**src/dtovr_map.svh**
```systemverilog
// Register offsets, field positions, reset values, limits and timing for the overvoltage relay.
`ifndef DTOVR_MAP_SVH
`define DTOVR_MAP_SVH

// Byte addresses of the word registers on the APB slave.
`define DTOVR_OFS_CTRL      8'h00
`define DTOVR_OFS_THRESH    8'h04
`define DTOVR_OFS_HYST      8'h08
`define DTOVR_OFS_DELAY     8'h0C
`define DTOVR_OFS_NOM_PN    8'h10
`define DTOVR_OFS_NOM_PP    8'h14
`define DTOVR_OFS_STATUS    8'h18
`define DTOVR_OFS_IRQ_STAT  8'h1C
`define DTOVR_OFS_IRQ_MASK  8'h20

// Control register fields.
`define DTOVR_CTRL_OPER     0
`define DTOVR_CTRL_STONLY   1
`define DTOVR_CTRL_PP       2

// Reset values of the settings.
`define DTOVR_RST_OPER      1'b0
`define DTOVR_RST_STONLY    1'b0
`define DTOVR_RST_PP        1'b1
`define DTOVR_RST_THRESH    16'd110
`define DTOVR_RST_HYST      16'd5
`define DTOVR_RST_DELAY     16'd100

// Setting ranges; writes outside them are clamped.
`define DTOVR_THRESH_MIN    16'd30
`define DTOVR_THRESH_MAX    16'd130
`define DTOVR_HYST_MIN      16'd1
`define DTOVR_HYST_MAX      16'd10
`define DTOVR_DELAY_MIN     16'd0
`define DTOVR_DELAY_MAX     16'd60000

// Data widths and timing.
`define DTOVR_VOLT_W        16
`define DTOVR_CLK_PERIOD_NS 100
`define DTOVR_MS_IN_NS      1000000
`define DTOVR_CYC_PER_MS    (`DTOVR_MS_IN_NS / `DTOVR_CLK_PERIOD_NS)

`endif

```
**src/dtovr_pkg.sv**
```systemverilog
// Types shared by the overvoltage relay modules.
package dtovr_pkg;

   // Per-channel characteristic state.
   typedef enum logic [1:0] {
      PH_IDLE,
      PH_TIMING,
      PH_TRIPPED
   } dtovr_ph_state_t;

   typedef struct packed {
      dtovr_ph_state_t state;
      logic [15:0]     ms_cnt;
      logic            started;
      logic            tripped;
   } dtovr_phase_t;

   // Whole state of the top module.
   typedef struct packed {
      logic        pready;
      logic        pslverr;
      logic [31:0] prdata;
      logic        oper_on;
      logic        start_only;
      logic        pp_sel;
      logic [7:0]  thresh;
      logic [3:0]  hyst;
      logic [15:0] delay;
      logic [15:0] nom_pn;
      logic [15:0] nom_pp;
      logic [15:0] presc;
      logic        tick;
      logic [2:0]  start_out;
      logic        gen_start;
      logic        gen_trip;
      logic [3:0]  irq_stat;
      logic [3:0]  irq_mask;
      logic        irq;
   } dtovr_top_t;

endpackage

```
**src/dtovr_chan_if.sv**
```systemverilog
// Channel bundle between the relay top and one per-channel characteristic.
`timescale 1ns/10ps
`include "dtovr_map.svh"
interface dtovr_chan_if;
   logic                     enable;
   logic [`DTOVR_VOLT_W-1:0] voltage;
   logic [`DTOVR_VOLT_W-1:0] nominal;
   logic [7:0]               thresh;
   logic [3:0]               hyst;
   logic [15:0]              delay;
   logic                     tick;
   logic                     started;
   logic                     tripped;

   modport ctrl (output enable, voltage, nominal, thresh, hyst, delay, tick,
                 input  started, tripped);
   modport chan (input  enable, voltage, nominal, thresh, hyst, delay, tick,
                 output started, tripped);
endinterface

```
**src/dtovr_phase.sv**
```systemverilog
// Definite-time characteristic of one measured voltage channel.
`timescale 1ns/10ps
`include "dtovr_map.svh"
module dtovr_phase (
   input  wire logic   clock,
   input  wire logic   rst_b,
   dtovr_chan_if.chan  ch
);

   dtovr_pkg::dtovr_phase_t q;
   dtovr_pkg::dtovr_phase_t d;
   logic                    above;
   logic                    dropped;

   // Product of three factors; 16x8x8 bits always fits in 32.
   function automatic logic [31:0] prod3(input logic [15:0] a, input logic [7:0] b,
                                         input logic [7:0] c);
      prod3 = 32'(a) * 32'(b) * 32'(c);
   endfunction

   // Compare in percent of nominal without a divider; hysteresis is relative to the threshold.
   assign above   = prod3(ch.voltage, 8'h64, 8'h64) > prod3(ch.nominal, ch.thresh, 8'h64);
   assign dropped = prod3(ch.voltage, 8'h64, 8'h64)
                    <= prod3(ch.nominal, ch.thresh, 8'(8'h64 - {4'h0, ch.hyst}));

   // Next state of the channel.
   always_comb begin
      d = q;
      case (q.state)
         dtovr_pkg::PH_IDLE: begin
            d.ms_cnt = 16'h0000;
            if (above) begin
               d.state = dtovr_pkg::PH_TIMING;
            end
         end
         dtovr_pkg::PH_TIMING: begin
            if (dropped) begin
               d.state  = dtovr_pkg::PH_IDLE;
               d.ms_cnt = 16'h0000;
            end else if (q.ms_cnt >= ch.delay) begin
               d.state = dtovr_pkg::PH_TRIPPED;
            end else if (ch.tick && above) begin
               d.ms_cnt = q.ms_cnt + 16'h0001;
            end
         end
         default: begin
            if (dropped) begin
               d.state  = dtovr_pkg::PH_IDLE;
               d.ms_cnt = 16'h0000;
            end
         end
      endcase
      if (!ch.enable) begin
         d.state  = dtovr_pkg::PH_IDLE;
         d.ms_cnt = 16'h0000;
      end
      d.started = d.state != dtovr_pkg::PH_IDLE;
      d.tripped = d.state == dtovr_pkg::PH_TRIPPED;
   end

   // State register.
   always_ff @(posedge clock or negedge rst_b) begin
      if (!rst_b) begin
         q <= '{state: dtovr_pkg::PH_IDLE, ms_cnt: 16'h0000, started: 1'b0, tripped: 1'b0};
      end else begin
         q <= d;
      end
   end

   assign ch.started = q.started;
   assign ch.tripped = q.tripped;

endmodule

```
**src/dtovr_decide.sv**
```systemverilog
// Decision stage combining the channel statuses into general start and trip.
`timescale 1ns/10ps
module dtovr_decide (
   input  wire logic [2:0] started,
   input  wire logic [2:0] tripped,
   input  wire logic       start_only,
   output logic            gen_start,
   output logic            gen_trip
);

   // Purely combinational; the top registers both results.
   always_comb begin
      gen_start = |started;
      gen_trip  = (|tripped) & ~start_only;
   end

endmodule

```
**src/dtovr_top.sv**
```systemverilog
// Definite-time three-channel overvoltage relay with an APB register slave.
//
// Register access over APB and the address map were decided locally.
`timescale 1ns/10ps
`include "dtovr_map.svh"
module dtovr_top #(
   parameter int unsigned     CYC_PER_MS  = `DTOVR_CYC_PER_MS,
   parameter logic [15:0]     NOMINAL_PN  = 16'h2710,
   parameter logic [15:0]     NOMINAL_PP  = 16'h2710
) (
   input  wire logic                     clock,
   input  wire logic                     rst_b,
   input  wire logic [7:0]               paddr,
   input  wire logic                     psel,
   input  wire logic                     penable,
   input  wire logic                     pwrite,
   input  wire logic [31:0]              pwdata,
   output logic      [31:0]              prdata,
   output logic                          pready,
   output logic                          pslverr,
   input  wire logic [`DTOVR_VOLT_W-1:0] rms_voltage_a,
   input  wire logic [`DTOVR_VOLT_W-1:0] rms_voltage_b,
   input  wire logic [`DTOVR_VOLT_W-1:0] rms_voltage_c,
   input  wire logic                     block_input,
   output logic                          start_phase_a,
   output logic                          start_phase_b,
   output logic                          start_phase_c,
   output logic                          general_start,
   output logic                          general_trip,
   output logic                          irq
);

   // Prescaler terminal count, cut to the prescaler width on purpose.
   localparam logic [15:0] PRESC_LAST = 16'(CYC_PER_MS - 1);

   dtovr_pkg::dtovr_top_t q;
   dtovr_pkg::dtovr_top_t d;

   dtovr_chan_if chan [3] ();

   logic [`DTOVR_VOLT_W-1:0] volt   [3];
   logic [2:0]               started;
   logic [2:0]               tripped;
   logic                     dec_start;
   logic                     dec_trip;
   logic                     enable;
   logic                     acc_phase;
   logic                     done;
   logic                     rd_hit;

   // Clamps a written setting into its legal range.
   function automatic logic [15:0] clamp(input logic [15:0] v, input logic [15:0] lo,
                                         input logic [15:0] hi);
      if (v < lo) begin
         clamp = lo;
      end else if (v > hi) begin
         clamp = hi;
      end else begin
         clamp = v;
      end
   endfunction

   // channels are the pairs in phase-to-phase mode
   // The upstream stage forms the pair voltages; only the nominal reference follows the mode.
   assign volt[0] = rms_voltage_a;
   assign volt[1] = rms_voltage_b;
   assign volt[2] = rms_voltage_c;

   assign enable = q.oper_on & ~block_input;

   // Settings fan out to the three channels; each channel keeps its own timer.
   for (genvar i = 0; i < 3; i++) begin : g_chan
      assign chan[i].enable  = enable;
      assign chan[i].voltage = volt[i];
      assign chan[i].nominal = q.pp_sel ? q.nom_pp : q.nom_pn;
      assign chan[i].thresh  = q.thresh;
      assign chan[i].hyst    = q.hyst;
      assign chan[i].delay   = q.delay;
      assign chan[i].tick    = q.tick;
      assign started[i]      = chan[i].started;
      assign tripped[i]      = chan[i].tripped;

      dtovr_phase u_phase (
         .clock (clock),
         .rst_b (rst_b),
         .ch    (chan[i])
      );
   end

   dtovr_decide u_decide (
      .started    (started),
      .tripped    (tripped),
      .start_only (q.start_only),
      .gen_start  (dec_start),
      .gen_trip   (dec_trip)
   );

   // APB phases: one wait state, then the completing edge with pready high.
   assign acc_phase = psel & penable & ~q.pready;
   assign done      = psel & penable & q.pready;

   // Address hit test for the mapped words.
   always_comb begin
      if (paddr == `DTOVR_OFS_CTRL) begin
         rd_hit = 1'b1;
      end else if (paddr == `DTOVR_OFS_THRESH) begin
         rd_hit = 1'b1;
      end else if (paddr == `DTOVR_OFS_HYST) begin
         rd_hit = 1'b1;
      end else if (paddr == `DTOVR_OFS_DELAY) begin
         rd_hit = 1'b1;
      end else if (paddr == `DTOVR_OFS_NOM_PN) begin
         rd_hit = 1'b1;
      end else if (paddr == `DTOVR_OFS_NOM_PP) begin
         rd_hit = 1'b1;
      end else if (paddr == `DTOVR_OFS_STATUS) begin
         rd_hit = 1'b1;
      end else if (paddr == `DTOVR_OFS_IRQ_STAT) begin
         rd_hit = 1'b1;
      end else if (paddr == `DTOVR_OFS_IRQ_MASK) begin
         rd_hit = 1'b1;
      end else begin
         rd_hit = 1'b0;
      end
   end

   // Next state of the whole top.
   always_comb begin
      d         = q;
      d.pready  = 1'b0;
      d.pslverr = 1'b0;

      // Read data is captured one cycle ahead so that prdata leaves a flip-flop.
      if (acc_phase) begin
         d.pready  = 1'b1;
         d.pslverr = ~rd_hit;
         d.prdata  = 32'h0000_0000;
         if (paddr == `DTOVR_OFS_CTRL) begin
            d.prdata[`DTOVR_CTRL_OPER]   = q.oper_on;
            d.prdata[`DTOVR_CTRL_STONLY] = q.start_only;
            d.prdata[`DTOVR_CTRL_PP]     = q.pp_sel;
         end else if (paddr == `DTOVR_OFS_THRESH) begin
            d.prdata[7:0] = q.thresh;
         end else if (paddr == `DTOVR_OFS_HYST) begin
            d.prdata[3:0] = q.hyst;
         end else if (paddr == `DTOVR_OFS_DELAY) begin
            d.prdata[15:0] = q.delay;
         end else if (paddr == `DTOVR_OFS_NOM_PN) begin
            d.prdata[15:0] = q.nom_pn;
         end else if (paddr == `DTOVR_OFS_NOM_PP) begin
            d.prdata[15:0] = q.nom_pp;
         end else if (paddr == `DTOVR_OFS_STATUS) begin
            d.prdata[5:0] = {enable, q.gen_trip, q.gen_start, q.start_out};
         end else if (paddr == `DTOVR_OFS_IRQ_STAT) begin
            d.prdata[3:0] = q.irq_stat;
         end else if (paddr == `DTOVR_OFS_IRQ_MASK) begin
            d.prdata[3:0] = q.irq_mask;
         end
      end

      // Writes land on the completing edge only; unmapped writes are dropped.
      if (done && pwrite) begin
         if (paddr == `DTOVR_OFS_CTRL) begin
            d.oper_on    = pwdata[`DTOVR_CTRL_OPER];
            d.start_only = pwdata[`DTOVR_CTRL_STONLY];
            d.pp_sel     = pwdata[`DTOVR_CTRL_PP];
         end else if (paddr == `DTOVR_OFS_THRESH) begin
            d.thresh = 8'(clamp(pwdata[15:0], `DTOVR_THRESH_MIN, `DTOVR_THRESH_MAX));
         end else if (paddr == `DTOVR_OFS_HYST) begin
            d.hyst = 4'(clamp(pwdata[15:0], `DTOVR_HYST_MIN, `DTOVR_HYST_MAX));
         end else if (paddr == `DTOVR_OFS_DELAY) begin
            d.delay = clamp(pwdata[15:0], `DTOVR_DELAY_MIN, `DTOVR_DELAY_MAX);
         end else if (paddr == `DTOVR_OFS_NOM_PN) begin
            d.nom_pn = pwdata[15:0];
         end else if (paddr == `DTOVR_OFS_NOM_PP) begin
            d.nom_pp = pwdata[15:0];
         end else if (paddr == `DTOVR_OFS_IRQ_MASK) begin
            d.irq_mask = pwdata[3:0];
         end
      end

      // Millisecond tick; it runs free, so a delay may run up to one tick short.
      if (q.presc >= PRESC_LAST) begin
         d.presc = 16'h0000;
         d.tick  = 1'b1;
      end else begin
         d.presc = q.presc + 16'h0001;
         d.tick  = 1'b0;
      end

      // only starts and general flags leave
      // outputs low when off or blocked
      if (enable) begin
         d.start_out = started;
         d.gen_start = dec_start;
         d.gen_trip  = dec_trip;
      end else begin
         d.start_out = 3'b000;
         d.gen_start = 1'b0;
         d.gen_trip  = 1'b0;
      end

      // Read of the interrupt status word clears only the bits it returned; an event that lands
      // after the capture, or in the clearing cycle itself, is kept.
      if (done && !pwrite && paddr == `DTOVR_OFS_IRQ_STAT) begin
         d.irq_stat = q.irq_stat & ~q.prdata[3:0];
      end
      d.irq_stat = d.irq_stat | {d.gen_trip & ~q.gen_trip, d.start_out & ~q.start_out};

      // Level interrupt follows the new status so it lines up with the status register.
      d.irq = |(d.irq_stat & d.irq_mask);
   end

   // The single state register of the top.
   always_ff @(posedge clock or negedge rst_b) begin
      if (!rst_b) begin
         q.pready     <= 1'b0;
         q.pslverr    <= 1'b0;
         q.prdata     <= 32'h0000_0000;
         q.oper_on    <= `DTOVR_RST_OPER;
         q.start_only <= `DTOVR_RST_STONLY;
         q.pp_sel     <= `DTOVR_RST_PP;
         q.thresh     <= 8'(`DTOVR_RST_THRESH);
         q.hyst       <= 4'(`DTOVR_RST_HYST);
         q.delay      <= `DTOVR_RST_DELAY;
         q.nom_pn     <= NOMINAL_PN;
         q.nom_pp     <= NOMINAL_PP;
         q.presc      <= 16'h0000;
         q.tick       <= 1'b0;
         q.start_out  <= 3'b000;
         q.gen_start  <= 1'b0;
         q.gen_trip   <= 1'b0;
         q.irq_stat   <= 4'h0;
         q.irq_mask   <= 4'h0;
         q.irq        <= 1'b0;
      end else begin
         q <= d;
      end
   end

   // Every output is taken straight from the state register.
   assign prdata        = q.prdata;
   assign pready        = q.pready;
   assign pslverr       = q.pslverr;
   assign start_phase_a = q.start_out[0];
   assign start_phase_b = q.start_out[1];
   assign start_phase_c = q.start_out[2];
   assign general_start = q.gen_start;
   assign general_trip  = q.gen_trip;
   assign irq           = q.irq;

endmodule

```
**config.mk**
```make
export PLATFORM = sky130hd
export DESIGN_NAME = dtovr_top
export DESIGN_NICKNAME = d
export VERILOG_FILES = /design/src/dtovr_pkg.sv /design/src/dtovr_chan_if.sv /design/src/dtovr_phase.sv /design/src/dtovr_decide.sv /design/src/dtovr_top.sv
export VERILOG_INCLUDE_DIRS = /design/src
export SDC_FILE = /design/constraint.sdc
export NUM_CORES = 2
export LEC_CHECK = 0
export ABC_CLOCK_PERIOD_IN_PS = 25400
export BUFFER_PORTS_ARGS = -buffer_cell sky130_fd_sc_hd__buf_2
export CAP_MARGIN = 20
export CORE_MARGIN = 2
export CORE_UTILIZATION = 65
export DETAILED_ROUTE_END_ITERATION = 10
export PLACE_DENSITY_LB_ADDON = 0.1
export SYNTH_ARGS = -nofsm -noshare
export SYNTH_HDL_FRONTEND = slang
export SYNTH_SLANG_ARGS = --single-unit
```
**constraint.sdc**
```tcl
create_clock -name clock -period 25.4 [get_ports clock]
set_input_delay 2.54 -clock clock [delete_from_list [all_inputs] [get_ports clock]]
set_output_delay 2.54 -clock clock [all_outputs]
set_load 0.05 [all_outputs]
```
==> results_dict.tcl <==
set metrics [dict create \
    status "complete, no violations" \
    cts_setup_buffers 0 \
    grtUsageTotal_pct 30.3 \
    start_util_pct 65.4 \
    synth_compound_area_share_pct 14.2 \
    grt_pass1_vias 27600 \
    rows 85 \
    crit_type "reg2reg" \
    hpwl_mm 67.5 \
    arrival_ns 14.11 \
    min_from "prdata[11]" \
    r2r-start "q[91]" \
    post_cts_resized 0 \
    cp.required_ns 25.71 \
    antenna_left 0 \
    tritoncts "yes" \
    worst_pin_slew_ns 1.14 \
    synth-seq-cells 172 \
    crit_slowest_cell "dfstp_2" \
    relSlewSlack_pct 23.6 \
    io-pin-count 134 \
    core_um2 53500 \
    synth_edf_count 0 \
    r2r_end "g_chan[0].u_phase.q[7]" \
    holdPathEnd "prdata[11]" \
    layout.nets 5227 \
    synth-xor-area-share_pct 4.33 \
    reg2reg_depth 43 \
    viasPerCell 5.88 \
    period_share_pct 54.3 \
    ys.flop_type "dfrtp_1" \
    synth_cells 4036 \
    hold_depth 2 \
    clkTransAtPathRegs_ns 0.06 \
    grt_pass1_wl_mm 138 \
    antenna_found_initial 1 \
    ys_types 86 \
    drt-total-wl_mm 82.5 \
    ff_latch_area_um2 4330 \
    syn_area_per_cell_um2 8.67 \
    critPathMostFrequentCell "fa_1" \
    fillCellCount 4455 \
    rsz0062_at_grt "no" \
    maxCapViolations 0 \
    drc_errors 0 \
    fin_setup_tns_ns 0 \
    max_freq_ghz 0.0725 \
    die_area_um2 55700 \
    cts_made_buffers 17 \
    root_buffer "clkbuf_16" \
    finalMaxSlewViolations 0 \
    hold_buffers 0 \
    worstSetupEndpointType "register" \
    ys_warn_count 0 \
    final_cell_mix "ha_1, inv_1, nand2_1, fa_1, nor2_1" \
    min_period_ns 13.80 \
    first_iter_violations 1872 \
    synth_top_family_by_area "adder cells" \
    hold_class "reg2reg" \
    synthArstFlopShare_pct 100 \
    yosysSeqAreaShare_pct 12.4 \
    finalSetupViolCount 0 \
    synth_simple_gate_area_share_pct 15.0 \
    die_h_um 236 \
    gr-total-overflow 0 \
    vias 28200 \
    gp_congestion 0.987 \
    layout_commonest_cell "ha_1" \
    io_buffers 101 \
    synth_fa_ha_area_share_pct 43.6 \
    syn_area_um2 35000 \
    area_delta_synth_final_pct 4.94 \
    route.detailed.wl_per_inst_um 17.2 \
    crit_path_max_incr_delay_ns 0.86 \
    drive_gt1_share_pct 6.24 \
    grt_max_degree 99 \
    htree_levels 4 \
    rrSetupSlack_ns 11.60 \
    synthMuxAreaShare_pct 2.11 \
    crit_fanout 29 \
    clockBufferDepth 2 \
    finClkSkew_ns 0.0102 \
    multi_input_area_um2 27800 \
    cts_sinks 172 \
    first_pass_iters 6 \
    start_kind "register" \
    hold_viol_final 0 \
    die_w_um 236 \
    fin_util_pct 68.6 \
    clock_latency_ns 0.43 \
]
## worst max-delay path: cells and delay by family (launching register included)
| family | cells | cell delay [ns] |
|---|---|---|
| adder cells (fa/ha/maj) | 11 | 5.09 |
| flip-flops | 1 | 0.86 |
| buffers and inverters | 4 | 0.51 |
| AND/OR/NAND/NOR | 7 | 1.39 |
| XOR/XNOR | 1 | 0.60 |
| AO/OA/AOI/OAI | 18 | 4.36 |
| multiplexers | 2 | 0.84 |
## final cells by class
type | instances | area share (%)
Clock buffer | 21 | 1.23
Multi-Input combinational cell | 3134 | 75.7
Tap cell | 696 | 2.37
Clock inverter | 11 | 0.457
Timing Repair Buffer | 127 | 1.93
Inverter | 640 | 6.54
Antenna cell | 1 | 0.00682
Sequential cell | 172 | 11.8
## Yosys cell counts (all sizes together) (50+ instances only)
cell type  instances  share of area [%]
a21o             116                2.5
a21oi            201                2.9
and2              63                1.1
buf               50               0.95
clkbuf            57               0.61
dfrtp            151                 11
fa               294                 17
ha               747                 27
inv              639                6.9
nand2            310                3.3
nand3             79                1.1
nor2             261                2.8
nor3              62               0.89
o21ai            158                2.3
xnor2            110                2.8
xor2              63                1.6
## cell families after synthesis
group	count (synthesis)
AOI/OAI and AO/OA	760
xor gates and xnor gates	173
adders and majority gates	1042
buffers and inverters	747
DFF	172
muxes	68
other	1
and+or+nand+nor	1073
## routing by layer
layer | global-route usage (%) | wire length [um] | up-vias
li1 | - | - | 13900
met2 | 48.1 | 36600 | 740
met5 | 0 | 0 | -
met1 | 43.7 | 39000 | 13500
met4 | 7.10 | 1780 | 0
met3 | 4.37 | 5150 | 111
## worst max-delay path by stage
stage           from                     end  slack (ns)  depth (start not counted)
6_report       q[91]  g_chan[0].u_phase.q[7]       11.60                         43
5_1_grt        q[91]  g_chan[0].u_phase.q[7]       10.63                         43
4_1_cts        q[91]  g_chan[0].u_phase.q[5]       11.43                         47
3_5_place_dp   q[91]  g_chan[0].u_phase.q[5]       11.44                         47
3_3_place_gp   q[91]  g_chan[0].u_phase.q[5]       11.60                         45
2_1_floorplan  q[91]  g_chan[0].u_phase.q[7]       13.30                         48
## metrics by stage
| step | hold WS (ns) | worst slack, ns | std cells | cell area [um2] |
|---|---|---|---|---|
| after CTS | 0.485 | 11.43 | 4799 | 36700 |
| final | 0.482 | 11.60 | 4802 | 36700 |
| after global placement | 0.461 | 11.60 | 4767 | 36100 |
| after floorplan | 0.440 | 13.30 | 4053 | 35000 |
| after global routing | 0.506 | 10.63 | 4802 | 36700 |
| after detailed placement | 0.470 | 11.44 | 4767 | 36100 |
## sequential cells by signal (all words and copies together) (netlist names)
register / flops
g_chan.u_phase.ch.started: 3
chan.tick: 1
start_phase_a: 1
pslverr: 1
irq: 1
chan.thresh: 8
g_chan.u_phase.q: 54
prdata: 16
pready: 1
g_chan.u_phase.ch.tripped: 3
q: 59
start_phase_b: 1
general_start: 1
general_trip: 1
chan.delay: 16
chan.hyst: 4
start_phase_c: 1
Power is left out: the tool's default activity adds up to more than one toggle a clock period on the data nets, which glitch-free logic cannot reach.
